File: src/lrsd_pkg.sv
package lrsd_pkg;

    // Configuration register offsets and reset values
    localparam logic [7:0] LRSD_OFF_FIXED_HOLE_CONTROL = 8'h97;
    localparam logic [7:0] LRSD_OFF_SMM_RAM_CONTROL = 8'h9D;
    localparam logic [7:0] LRSD_RST_FIXED_HOLE_CONTROL = 8'h00;
    localparam logic [7:0] LRSD_RST_SMM_RAM_CONTROL = 8'h02;

    // Field positions
    localparam int LRSD_BIT_HOLE_ENABLE = 7;
    localparam int LRSD_BIT_SMM_OPEN = 6;
    localparam int LRSD_BIT_SMM_CLOSE = 5;
    localparam int LRSD_BIT_SMM_LOCK = 4;
    localparam int LRSD_BIT_SMM_GLOBAL_ENABLE = 3;
    localparam logic [2:0] LRSD_SMM_BASE_SEGMENT = 3'h2;

    // Address map, in host address bits
    localparam logic [31:0] LRSD_DOS_LOW_LIMIT = 32'h0007_FFFF;
    localparam logic [31:0] LRSD_DOS_HIGH_BASE = 32'h0008_0000;
    localparam logic [31:0] LRSD_DOS_HIGH_LIMIT = 32'h0009_FFFF;
    localparam logic [31:0] LRSD_VIDEO_BASE = 32'h000A_0000;
    localparam logic [31:0] LRSD_VIDEO_LIMIT = 32'h000B_FFFF;
    localparam logic [31:0] LRSD_SHADOW_BASE = 32'h000C_0000;
    localparam logic [31:0] LRSD_LEGACY_LIMIT = 32'h000F_FFFF;
    localparam logic [31:0] LRSD_HOLE_BASE = 32'h00F0_0000;
    localparam logic [31:0] LRSD_HOLE_LIMIT = 32'h00FF_FFFF;

    // Shadow segments: twelve 16 KB pieces from C0000h, then one 64 KB piece
    localparam int LRSD_NUM_SMALL_SEGS = 12;
    localparam int LRSD_NUM_SEGS = 13;
    localparam logic [5:0] LRSD_FIRST_SEG_INDEX = 6'h30;
    localparam logic [3:0] LRSD_TOP_SEG_INDEX = 4'hF;

    typedef enum logic [1:0] {
        LRSD_TO_MEMORY = 2'h0,
        LRSD_TO_LEGACY_PCI = 2'h1,
        LRSD_TO_GRAPHICS = 2'h2
    } lrsd_route_t;

    typedef struct packed {
        logic write_route_enable;
        logic read_route_enable;
    } lrsd_seg_attr_t;

    typedef struct packed {
        logic valid;
        logic [31:0] addr;
        logic write;
        logic smm;
        logic code;
    } lrsd_host_req_t;

    typedef struct packed {
        logic valid;
        logic [31:0] addr;
        logic from_graphics;
    } lrsd_in_req_t;

    typedef struct packed {
        logic hole_enable;
        logic smm_open;
        logic smm_close;
        logic smm_lock;
        logic smm_global_enable;
    } lrsd_ctl_t;

endpackage

File: src/lrsd_cfg_regs.sv
`timescale 1ns/1ps
module lrsd_cfg_regs
    import lrsd_pkg::*;
(
    // Clock and reset
    input wire logic clk,
    input wire logic rst,
    // Configuration access
    input wire logic cfg_write,
    input wire logic cfg_read,
    input wire logic [7:0] cfg_addr,
    input wire logic [7:0] cfg_wdata,
    output logic [7:0] cfg_rdata,
    // Decoded controls
    output lrsd_pkg::lrsd_ctl_t ctl
);
    wire hit_hole = cfg_addr == LRSD_OFF_FIXED_HOLE_CONTROL;
    wire hit_smm = cfg_addr == LRSD_OFF_SMM_RAM_CONTROL;
    wire wr_hole = cfg_write && hit_hole;
    wire wr_smm = cfg_write && hit_smm;
    wire wd_lock = cfg_wdata[LRSD_BIT_SMM_LOCK];
    wire wd_enable = cfg_wdata[LRSD_BIT_SMM_GLOBAL_ENABLE];
    // Lock arms only with the enable already set or written set; the same write can still clear the enable
    wire next_lock = wd_lock && (ctl.smm_global_enable || wd_enable);
    wire [7:0] smm_value = {1'b0, ctl.smm_open, ctl.smm_close, ctl.smm_lock,
                            ctl.smm_global_enable, LRSD_SMM_BASE_SEGMENT};
    wire [7:0] hole_value = {ctl.hole_enable, 7'h00};
    wire [7:0] next_rdata = hit_hole ? hole_value : (hit_smm ? smm_value : 8'h00);

    always_ff @(posedge clk or posedge rst) begin
        if (rst) begin
            ctl <= '0;
            cfg_rdata <= 8'h00;
        end else begin
            if (cfg_read) begin
                cfg_rdata <= next_rdata;
            end
            if (wr_hole) begin
                ctl.hole_enable <= cfg_wdata[LRSD_BIT_HOLE_ENABLE];
            end
            if (wr_smm) begin
                ctl.smm_close <= cfg_wdata[LRSD_BIT_SMM_CLOSE];
                if (!ctl.smm_lock) begin
                    ctl.smm_global_enable <= wd_enable;
                    ctl.smm_lock <= next_lock;
                    ctl.smm_open <= next_lock ? 1'b0 : cfg_wdata[LRSD_BIT_SMM_OPEN];
                end
            end
        end
    end
endmodule

File: src/lrsd_decoder.sv
`timescale 1ns/1ps
module lrsd_decoder
    import lrsd_pkg::*;
(
    // Clock and reset
    input wire logic clk,
    input wire logic rst,
    // Configuration access
    input wire logic cfg_write,
    input wire logic cfg_read,
    input wire logic [7:0] cfg_addr,
    input wire logic [7:0] cfg_wdata,
    output logic [7:0] cfg_rdata,
    // Controls held outside this block
    input wire logic dos_hole_select,
    input wire logic vga_to_graphics,
    input wire lrsd_pkg::lrsd_seg_attr_t [LRSD_NUM_SEGS-1:0] shadow_attribute_map,
    // Host processor cycles
    input wire lrsd_pkg::lrsd_host_req_t host_req,
    output logic host_route_valid,
    output lrsd_pkg::lrsd_route_t host_route,
    // Hub and graphics initiated cycles
    input wire lrsd_pkg::lrsd_in_req_t in_req,
    output logic in_done,
    output logic in_claim
);
    import lrsd_pkg::*;

    lrsd_ctl_t ctl;
    lrsd_seg_attr_t seg_attr;

    lrsd_cfg_regs u_regs (
        .clk(clk),
        .rst(rst),
        .cfg_write(cfg_write),
        .cfg_read(cfg_read),
        .cfg_addr(cfg_addr),
        .cfg_wdata(cfg_wdata),
        .cfg_rdata(cfg_rdata),
        .ctl(ctl)
    );

    lrsd_shadow_lookup #(
        .NUM_SMALL(LRSD_NUM_SMALL_SEGS)
    ) u_shadow (
        .addr(host_req.addr),
        .attr(shadow_attribute_map),
        .seg_attr(seg_attr)
    );

    // Host address classes
    wire [31:0] ha = host_req.addr;
    wire h_dos_low = ha <= LRSD_DOS_LOW_LIMIT;
    wire h_dos_high = ha >= LRSD_DOS_HIGH_BASE && ha <= LRSD_DOS_HIGH_LIMIT;
    wire h_video = ha >= LRSD_VIDEO_BASE && ha <= LRSD_VIDEO_LIMIT;
    wire h_shadow = ha >= LRSD_SHADOW_BASE && ha <= LRSD_LEGACY_LIMIT;
    wire h_hole = ha >= LRSD_HOLE_BASE && ha <= LRSD_HOLE_LIMIT;

    // Open, close and lock gated by the global enable
    wire smm_enabled = ctl.smm_global_enable;
    wire eff_open = smm_enabled && ctl.smm_open && !ctl.smm_lock;
    wire eff_close = smm_enabled && ctl.smm_close;
    wire smm_decode_ok = host_req.smm && !(eff_close && !host_req.code);
    wire smm_visible = smm_enabled && (smm_decode_ok || eff_open);

    // Video range never remapped; failed visibility goes out by VGA control
    wire lrsd_route_t video_out = vga_to_graphics ? LRSD_TO_GRAPHICS
                                                  : LRSD_TO_LEGACY_PCI;
    wire lrsd_route_t video_route = smm_visible ? LRSD_TO_MEMORY : video_out;
    wire seg_enable = host_req.write ? seg_attr.write_route_enable
                                     : seg_attr.read_route_enable;
    wire lrsd_route_t shadow_route = seg_enable ? LRSD_TO_MEMORY
                                                : LRSD_TO_LEGACY_PCI;
    wire lrsd_route_t dos_route = dos_hole_select ? LRSD_TO_LEGACY_PCI
                                                  : LRSD_TO_MEMORY;
    wire lrsd_route_t hole_route = ctl.hole_enable ? LRSD_TO_LEGACY_PCI
                                                   : LRSD_TO_MEMORY;

    lrsd_route_t next_host_route;
    always_comb begin
        if (h_dos_low) begin
            next_host_route = LRSD_TO_MEMORY;
        end else if (h_dos_high) begin
            next_host_route = dos_route;
        end else if (h_video) begin
            next_host_route = video_route;
        end else if (h_shadow) begin
            next_host_route = shadow_route;
        end else if (h_hole) begin
            next_host_route = hole_route;
        end else begin
            next_host_route = LRSD_TO_MEMORY;
        end
    end

    // Inbound cycles: refused in SMM video space, and in an enabled hole unless from graphics
    wire [31:0] ia = in_req.addr;
    wire i_video = ia >= LRSD_VIDEO_BASE && ia <= LRSD_VIDEO_LIMIT;
    wire i_hole = ia >= LRSD_HOLE_BASE && ia <= LRSD_HOLE_LIMIT;
    wire i_smm_block = i_video && smm_enabled;
    wire i_hole_block = i_hole && ctl.hole_enable && !in_req.from_graphics;
    wire next_in_claim = !(i_smm_block || i_hole_block);

    always_ff @(posedge clk or posedge rst) begin
        if (rst) begin
            host_route_valid <= 1'b0;
            host_route <= LRSD_TO_MEMORY;
            in_done <= 1'b0;
            in_claim <= 1'b0;
        end else begin
            host_route_valid <= host_req.valid;
            in_done <= in_req.valid;
            if (host_req.valid) begin
                host_route <= next_host_route;
            end
            in_claim <= in_req.valid && next_in_claim;
        end
    end

    // Read strobe aimed at the SMM control register, for the lock check
    wire rd_smm_reg = cfg_read && cfg_addr == LRSD_OFF_SMM_RAM_CONTROL;
endmodule

File: src/lrsd_shadow_lookup.sv
`timescale 1ns/1ps
module lrsd_shadow_lookup
    import lrsd_pkg::*;
#(
    parameter int NUM_SMALL = LRSD_NUM_SMALL_SEGS
) (
    // Host address and segment attributes
    input wire logic [31:0] addr,
    input wire lrsd_pkg::lrsd_seg_attr_t [NUM_SMALL:0] attr,
    // Attributes of the segment hit
    output lrsd_pkg::lrsd_seg_attr_t seg_attr
);
    logic [NUM_SMALL:0] seg_hit;
    wire in_legacy = addr[31:20] == 12'h000;

    genvar i;
    generate
        for (i = 0; i < NUM_SMALL; i++) begin : g_seg
            // One 16 KB segment each
            assign seg_hit[i] = in_legacy &&
                addr[19:14] == LRSD_FIRST_SEG_INDEX + 6'(i);
        end
    endgenerate
    // Whole 64 KB top piece shares one attribute pair
    assign seg_hit[NUM_SMALL] = in_legacy && addr[19:16] == LRSD_TOP_SEG_INDEX;

    always_comb begin
        seg_attr = '0;
        for (int k = 0; k <= NUM_SMALL; k++) begin
            if (seg_hit[k]) begin
                seg_attr = attr[k];
            end
        end
    end
endmodule
File: config.mk
export PLATFORM = sky130hd
export DESIGN_NAME = lrsd_decoder
export DESIGN_NICKNAME = d
export VERILOG_FILES = /design/src/lrsd_pkg.sv /design/src/lrsd_cfg_regs.sv /design/src/lrsd_decoder.sv /design/src/lrsd_shadow_lookup.sv
export SDC_FILE = /design/constraint.sdc
export NUM_CORES = 1
export LEC_CHECK = 0
export BUFFER_PORTS_ARGS = -buffer_cell sky130_fd_sc_hd__buf_2
export CORE_UTILIZATION = 30
export DETAILED_ROUTE_END_ITERATION = 16
export PLACE_DENSITY = 0.76
export RECOVER_POWER = 100
export SYNTH_ARGS = -nofsm -noshare
export SYNTH_HDL_FRONTEND = slang
export SYNTH_SLANG_ARGS = --single-unit
File: constraint.sdc
create_clock -name clk -period 1.4 [get_ports clk]
set_input_delay 0.28 -clock clk [delete_from_list [all_inputs] [get_ports clk]]
set_output_delay 0.28 -clock clk [all_outputs]
set_load 0.1 [all_outputs]
==> key figures, run 1 <==
Power and ir drop
  • Leak: 0.945 nW
  • Power Density: 666 nW/um2
  • Worst IR Drop VDD: 0.420 mV

Timing
  • RSZ-0062 raised after global routing: true
  • Skew final: 0.698 ps
  • Achievable Freq: 699 MHz
  • Hold Fails Final Rpt: 0
  • Max Slew Vio Count: 0
  • Final setup margin: -30.5 ps
  • Slew HR: 44.8%
  • Tcrit/Tclk final: 102%
  • Least-Margin Pin Slew: 828 ps
  • Endpoints failing setup: 1
  • Fin crit period: 1430 ps

Worst setup path
  • Worst Path Required: 1540 ps
  • CP endpoint kind: register
  • Crit Path Class: register to register
  • Slowest CP cell: or4b_4
  • R2R Setup Slk: -30 ps
  • CP Capture Point: in_claim
  • Path depth of the worst reg2reg path: 4
  • Setup crit start kind: register
  • CP arrival: 1570 ps
  • CP max stage delay: 480 ps
  • CP Launch Point: u_regs.ctl[0]
  • Crit-path max FO: 2
  • RR Startpoint: u_regs.ctl[0]
  • Critical Path, Cell by Cell: or4b_4, nor4_4, a21oi_1, o21a_1
  • Reg2reg end: in_claim

Place
  • Final Wtd Congestion: 0.823
  • Placed Area: 1740 um2
  • Dpl cells: 276
  • Port bufs: 94
  • Hpwl dp: 2670 um

Die
  • Chip width: 63.7 um
  • Row count: 22
  • # IOs: 131
  • Full die area: 4050 um2
  • Starting Density: 31.2%
  • Core area: 3660 um2
  • Die Ht: 63.7 um

Synthesis
  • Mapped Area: 1140 um2
  • Gate Count Post-Synth: 125
  • Syn. warnings: 0
  • Synthesized area per cell: 9.13 um2
  • Ranking of synthesized cells by area: dfrtp_1, o21ai_0, mux2i_1
  • Post-synth EDFFs: 0
  • Netlist cell types: 46
  • Seq/Total Area, Yosys: 35.1%
  • Post-synth top area cell: dfrtp_1
  • FF+latch count, synth: 16
  • Fraction of registers with async set/reset: 100%
  • Main synth FF type: dfrtp_1
  • Synth top area share: 35.1%

Cells and area
  • Area growth, synth to finish: 58.6%
  • Final Util: 49.4%
  • Share of cells above drive strength 1: 51.9%
  • # diodes: 0
  • Fin area: 1810 um2
  • Fill cells: 362
  • Nets: 352
  • Non-Filler Instances: 281

Hold path
  • HP Class: primary input to register

Global routing
  • Global-route wire length before repair: 5040 um
  • Vias in the first global route: 1232
  • GRT Overall Usage: 15.3%
  • Grt total ovfl: 0
  • Largest net degree at the start of global routing: 17
  • Initial antenna violation count: 0

Clock network
  • Total CTS buffers: 3
  • Clock Latency Late Sink: 240 ps
  • H-tree depth: 1
  • CTS tree: built
  • Root Buffer Master: clkbuf_8
  • Clock tree buffer depth: 2
  • Clock Sinks: 16
  • Hold buffers post-CTS: 0
  • Clock transition at the registers of the reported paths: 60 ps

Detailed routing
  • Via count: 1361
  • Wire per inst: 11.0 um
  • DR iter-0 viols: 68
  • WL final: 3100 um
  • DR vias/cell: 4.84
  • Drt first pass iters: 4
  • ANT nets after route: 0
  • DRT met1 WL: 1360 um
  • Top routing layer used: met3
  • DR DRC count: 0
  • Metal2 WL: 1560 um
  • DR WL met3: 186 um

Run status
  • Status: finished with violations
  • Failing checks: setup timing

Flow run
  • MaxCap Viol Count: 0
==> layout make-up <==
type,instances,area [um2],area share (%)
Timing Repair Buffer,110,583,32.2
Inverter,9,33.8,1.87
Tap cell,48,60.1,3.32
Sequential cell,16,400,22.1
Clock buffer,4,55.1,3.04
Multi-Input combinational cell,94,677,37.4
==> per-stage QoR <==
stage / power [mW] / setup WS, ps / TNS (ps) / hold WS [ps]
2_1_floorplan: 0.662 / -0.836 / -0.836 / 194
3_3_place_gp: 0.811 / -175 / -460 / 295
3_5_place_dp: 0.816 / -179 / -753 / 291
4_1_cts: 1.22 / -13.6 / -13.6 / 30.9
5_1_grt: 1.27 / -86.2 / -98.3 / 167
6_report: 1.20 / -30.5 / -30.5 / 164
==> worst max-delay path: cells and delay by family (launching register included) <==
kind,cells,cell delay (ps)
AO/OA/AOI/OAI,2,230
flip-flops,1,350
AND/OR/NAND/NOR,2,740
==> metal layers <==
layer	up-vias	global-route usage (%)
met5	-	0
met4	0	2.56
li1	689	-
met1	618	19.8
met3	0	2.17
met2	54	27.0
==> cells by family (layout without fill, tap and decap cells) <==
family / after synthesis / count (layout) / share of synthesized area, %
buf+inv: 16 / 123 / 8.55
compound gates: 34 / 34 / 20.8
flops: 16 / 16 / 35.1
other cells: 1 / 2 / 0.329
simple gates: 49 / 49 / 24.5
mux: 9 / 9 / 10.7
==> cells in the final DEF (no fill, tap or decap), drive strengths merged, types with 2 or more instances in the layout <==
master / instances
a211oi: 3
or4: 2
nor3b: 2
a21o: 2
nor2: 7
nor3: 2
o22ai: 2
mux2i: 4
nand2: 9
nand3: 8
conb: 2
buf: 105
nor4: 3
clkbuf: 9
a21oi: 2
o311ai: 2
mux4: 2
nand4b: 2
nand4: 3
nand3b: 2
dfrtp: 16
mux2: 3
inv: 9
and3: 2
a22o: 4
o21ai: 10
nor2b: 3
==> flip-flops by register name (all words and copies together) (netlist names) <==
name	count
u_regs.ctl	5
in_claim	1
u_regs.cfg_rdata	6
host_route_valid	1
host_route	2
in_done	1
==> worst min path at each step <==
| stage | from | endpoint | slack, ps | cells past startpoint |
|---|---|---|---|---|
| after floorplan | rst | host_route[0] | 190 | 1 |
| after global placement | rst | in_claim | 300 | 3 |
| after detailed placement | rst | in_claim | 290 | 3 |
| after CTS | rst | u_regs.ctl[4] | 30 | 3 |
| after global routing | in_req[33] | in_done | 170 | 1 |
| final | in_req[33] | in_done | 160 | 1 |
==> Yosys cell counts, types with 2 or more instances <==
library cell	number
buf_6	2
nand3_1	8
nand3b_1	2
mux2i_1	4
o21ai_0	9
buf_4	3
inv_1	9
a21oi_1	2
nand2_1	9
a211oi_1	3
a21o_1	2
nor2b_1	3
nor2_1	7
mux2_2	3
nand4b_1	2
nor4_1	3
a22o_1	4
dfrtp_1	16
o22ai_1	2
nor3b_1	2
nand4_1	3
or4_1	2
and3_1	2
==> power by group <==
group	total (mW)	switching [mW]	internal [mW]
Sequential	0.479	0.00583	0.473
Clock	0.394	0.145	0.249
Combinational	0.332	0.174	0.158
Total	1.20	0.325	0.880
==> what timing repair did <==
action	in CTS	in global routing
gates resized for setup	0	6
hold endpoints to repair	0	0
pin swaps	0	4
buffers inserted	0	1
endpoints found under the setup margin	1	2
Note: power is estimated with default switching activity, not from simulation.
==> run 2, diff against run 1 <==
CORE_MARGIN = 5   (was not set)
SETUP_SLACK_MARGIN = 0.3   (was not set)
==> run 2 against run 1 <==
  * The flow still finishes with violations (setup timing)
  * Maximum frequency is 0.89% lower
  * Clock-buffer cell count is the same
  * Core utilization is 3.3 points higher
  * Clock power is 2% higher
  * Sequential share of layout area is 0.69 points lower
  * Largest cell class unchanged
  * Largest power group unchanged
==> key figures, run 2 (synthesis results as in run 1) <==
Global routing
  • Global-route wire length before repair: 6280 um
  • Initial antenna violation count: 0
  • Grt total ovfl: 0
  • GRT Overall Usage: 15.2%
  • Largest net degree at the start of global routing: 17
  • Vias in the first global route: 1404

Timing
  • Max Slew Vio Count: 0
  • Skew final: 1.46 ps
  • Achievable Freq: 693 MHz
  • Fin crit period: 1440 ps
  • RSZ-0062 raised after global routing: true
  • Endpoints failing setup: 1
  • Hold Fails Final Rpt: 0
  • Least-Margin Pin Slew: 818 ps
  • Slew HR: 45.4%
  • Tcrit/Tclk final: 103%
  • Final setup margin: -43.4 ps

Worst setup path
  • Crit-path max FO: 2
  • CP arrival: 1580 ps
  • Crit Path Class: register to register
  • Critical Path, Cell by Cell: or4b_4, nor4_4, a21oi_2, o21a_1
  • Worst Path Required: 1540 ps
  • Top delay family on crit path: simple AND/OR/NAND/NOR gates
  • Setup crit start kind: register
  • Slowest CP cell: or4b_4
  • Worst Path Buf+Inv: 0
  • CP max stage delay: 480 ps
  • CP endpoint kind: register

Run status
  • Status: finished with violations
  • Failing checks: setup timing

Cells and area
  • Non-Filler Instances: 279
  • Reg with most FFs: u_regs.cfg_rdata
  • Max reg flops: 6
  • Commonest cells after routing, fill and taps aside: buf_2, clkbuf_4, dfrtp_2, buf_4, nand2_1
  • Nets: 350
  • Fin area: 1930 um2
  • # diodes: 0
  • Area growth, synth to finish: 69.3%
  • Commonest non-fill, non-tap cell in the layout: buf_2
  • Largest regs: u_regs.cfg_rdata: 6 flops, u_regs.ctl: 5 flops, host_route: 2 flops
  • Fill cells: 366
  • Share of cells above drive strength 1: 60.6%

Clock network
  • Clock Sinks: 16
  • Clock transition at the registers of the reported paths: 60 ps
  • H-tree depth: 1
  • Total CTS buffers: 3
  • Clock tree buffer depth: 2
  • Root Buffer Master: clkbuf_8
  • CTS tree: built
  • Hold buffers post-CTS: 0
  • Clock Latency Late Sink: 240 ps

Die
  • Chip width: 71.7 um
  • Starting Density: 31.2%
  • # IOs: 131
  • Core area: 3660 um2
  • Row count: 22
  • Full die area: 5140 um2
  • Die Ht: 71.7 um

Power and ir drop
  • Total power: 1.24 mW
  • Leak: 0.964 nW
  • Power Density: 640 nW/um2
  • Worst IR Drop VDD: 0.374 mV

Detailed routing
  • Via count: 1401
  • Wire per inst: 15.1 um
  • DR iter-0 viols: 78
  • WL final: 4220 um
  • Drt first pass iters: 4
  • ANT nets after route: 0
  • DR DRC count: 0
  • DR vias/cell: 5.02

Place
  • Hpwl dp: 3340 um
  • Pre-CTS setup slack: -184 ps
  • Placed Area: 1720 um2
  • Final Wtd Congestion: 0.831
  • Port bufs: 94
  • Dpl cells: 272

Hold path
  • HP Class: primary input to register

Flow run
  • MaxCap Viol Count: 0
==> run 2: cell count changes in the layout (fill, tap and decap cells not counted), moves of 2 or more <==
cell      delta
mux2_4       +2
dfrtp_1     -11
clkbuf_4    +12
o21ai_0      -3
buf_2       -17
clkbuf_2     +2
dfrtp_2     +11
o21ai_2      +2
mux2_2       -2
buf_6        +5
buf_4        -3
==> run 2: final timing paths <==
| path | cells after the start | slack, ps | to | from |
|---|---|---|---|---|
| max | 4 | -40 | in_claim | u_regs.ctl[0] |
| min | 1 | 160 | in_done | in_req[33] |
| max reg2reg | 4 | -40 | in_claim | u_regs.ctl[0] |
| min reg2reg | 1 | 510 | u_regs.cfg_rdata[3] | u_regs.cfg_rdata[3] |
| max in group asynchronous | 3 | 580 | u_regs.cfg_rdata[7] | rst |
| min in group asynchronous | 3 | 260 | host_route[1] | rst |
==> run 2: area by class of cell <==
type                    count  area, um2  share of cell area, %
flip-flops and latches     16        414                   21.4
inverters                   9       33.8                   1.75
clock buffers               4       55.1                   2.85
well taps                  48       60.1                   3.11
multi-input cells          94        741                   38.3
repair buffers            108        628                   32.5
==> run 2: where the power goes <==
part           internal (mW)  switching, mW  leakage, nW
sequential             0.474        0.00776        0.199
combinational          0.167          0.189        0.736
clock                  0.249          0.151       0.0288
==> run 2: timing repair <==
action	4_1_cts	5_1_grt
buffers inserted	2	1
pin swaps	12	12
cloned	0	0
resized for setup	67	17
endpoints found under the setup margin	23	25
==> run 2: through the flow <==
step | TNS [ps] | hold slack [ps] | util, %
final | -43.4 | 157 | 52.8
after global routing | -130 | 165 | 52.8
after CTS | -16.3 | 31.2 | 56.1
after detailed placement | -767 | 296 | 47.0
after global placement | -552 | 293 | 47.0
after floorplan | 0 | 193 | -
==> run 2: per-layer routing <==
metal	part of all wire [%]	wire length, um	GRT usage, %
met5	0	0	0
met4	1.0	44	5.01
met3	7.3	309	2.66
met2	52	2210	27.7
met1	39	1660	17.9
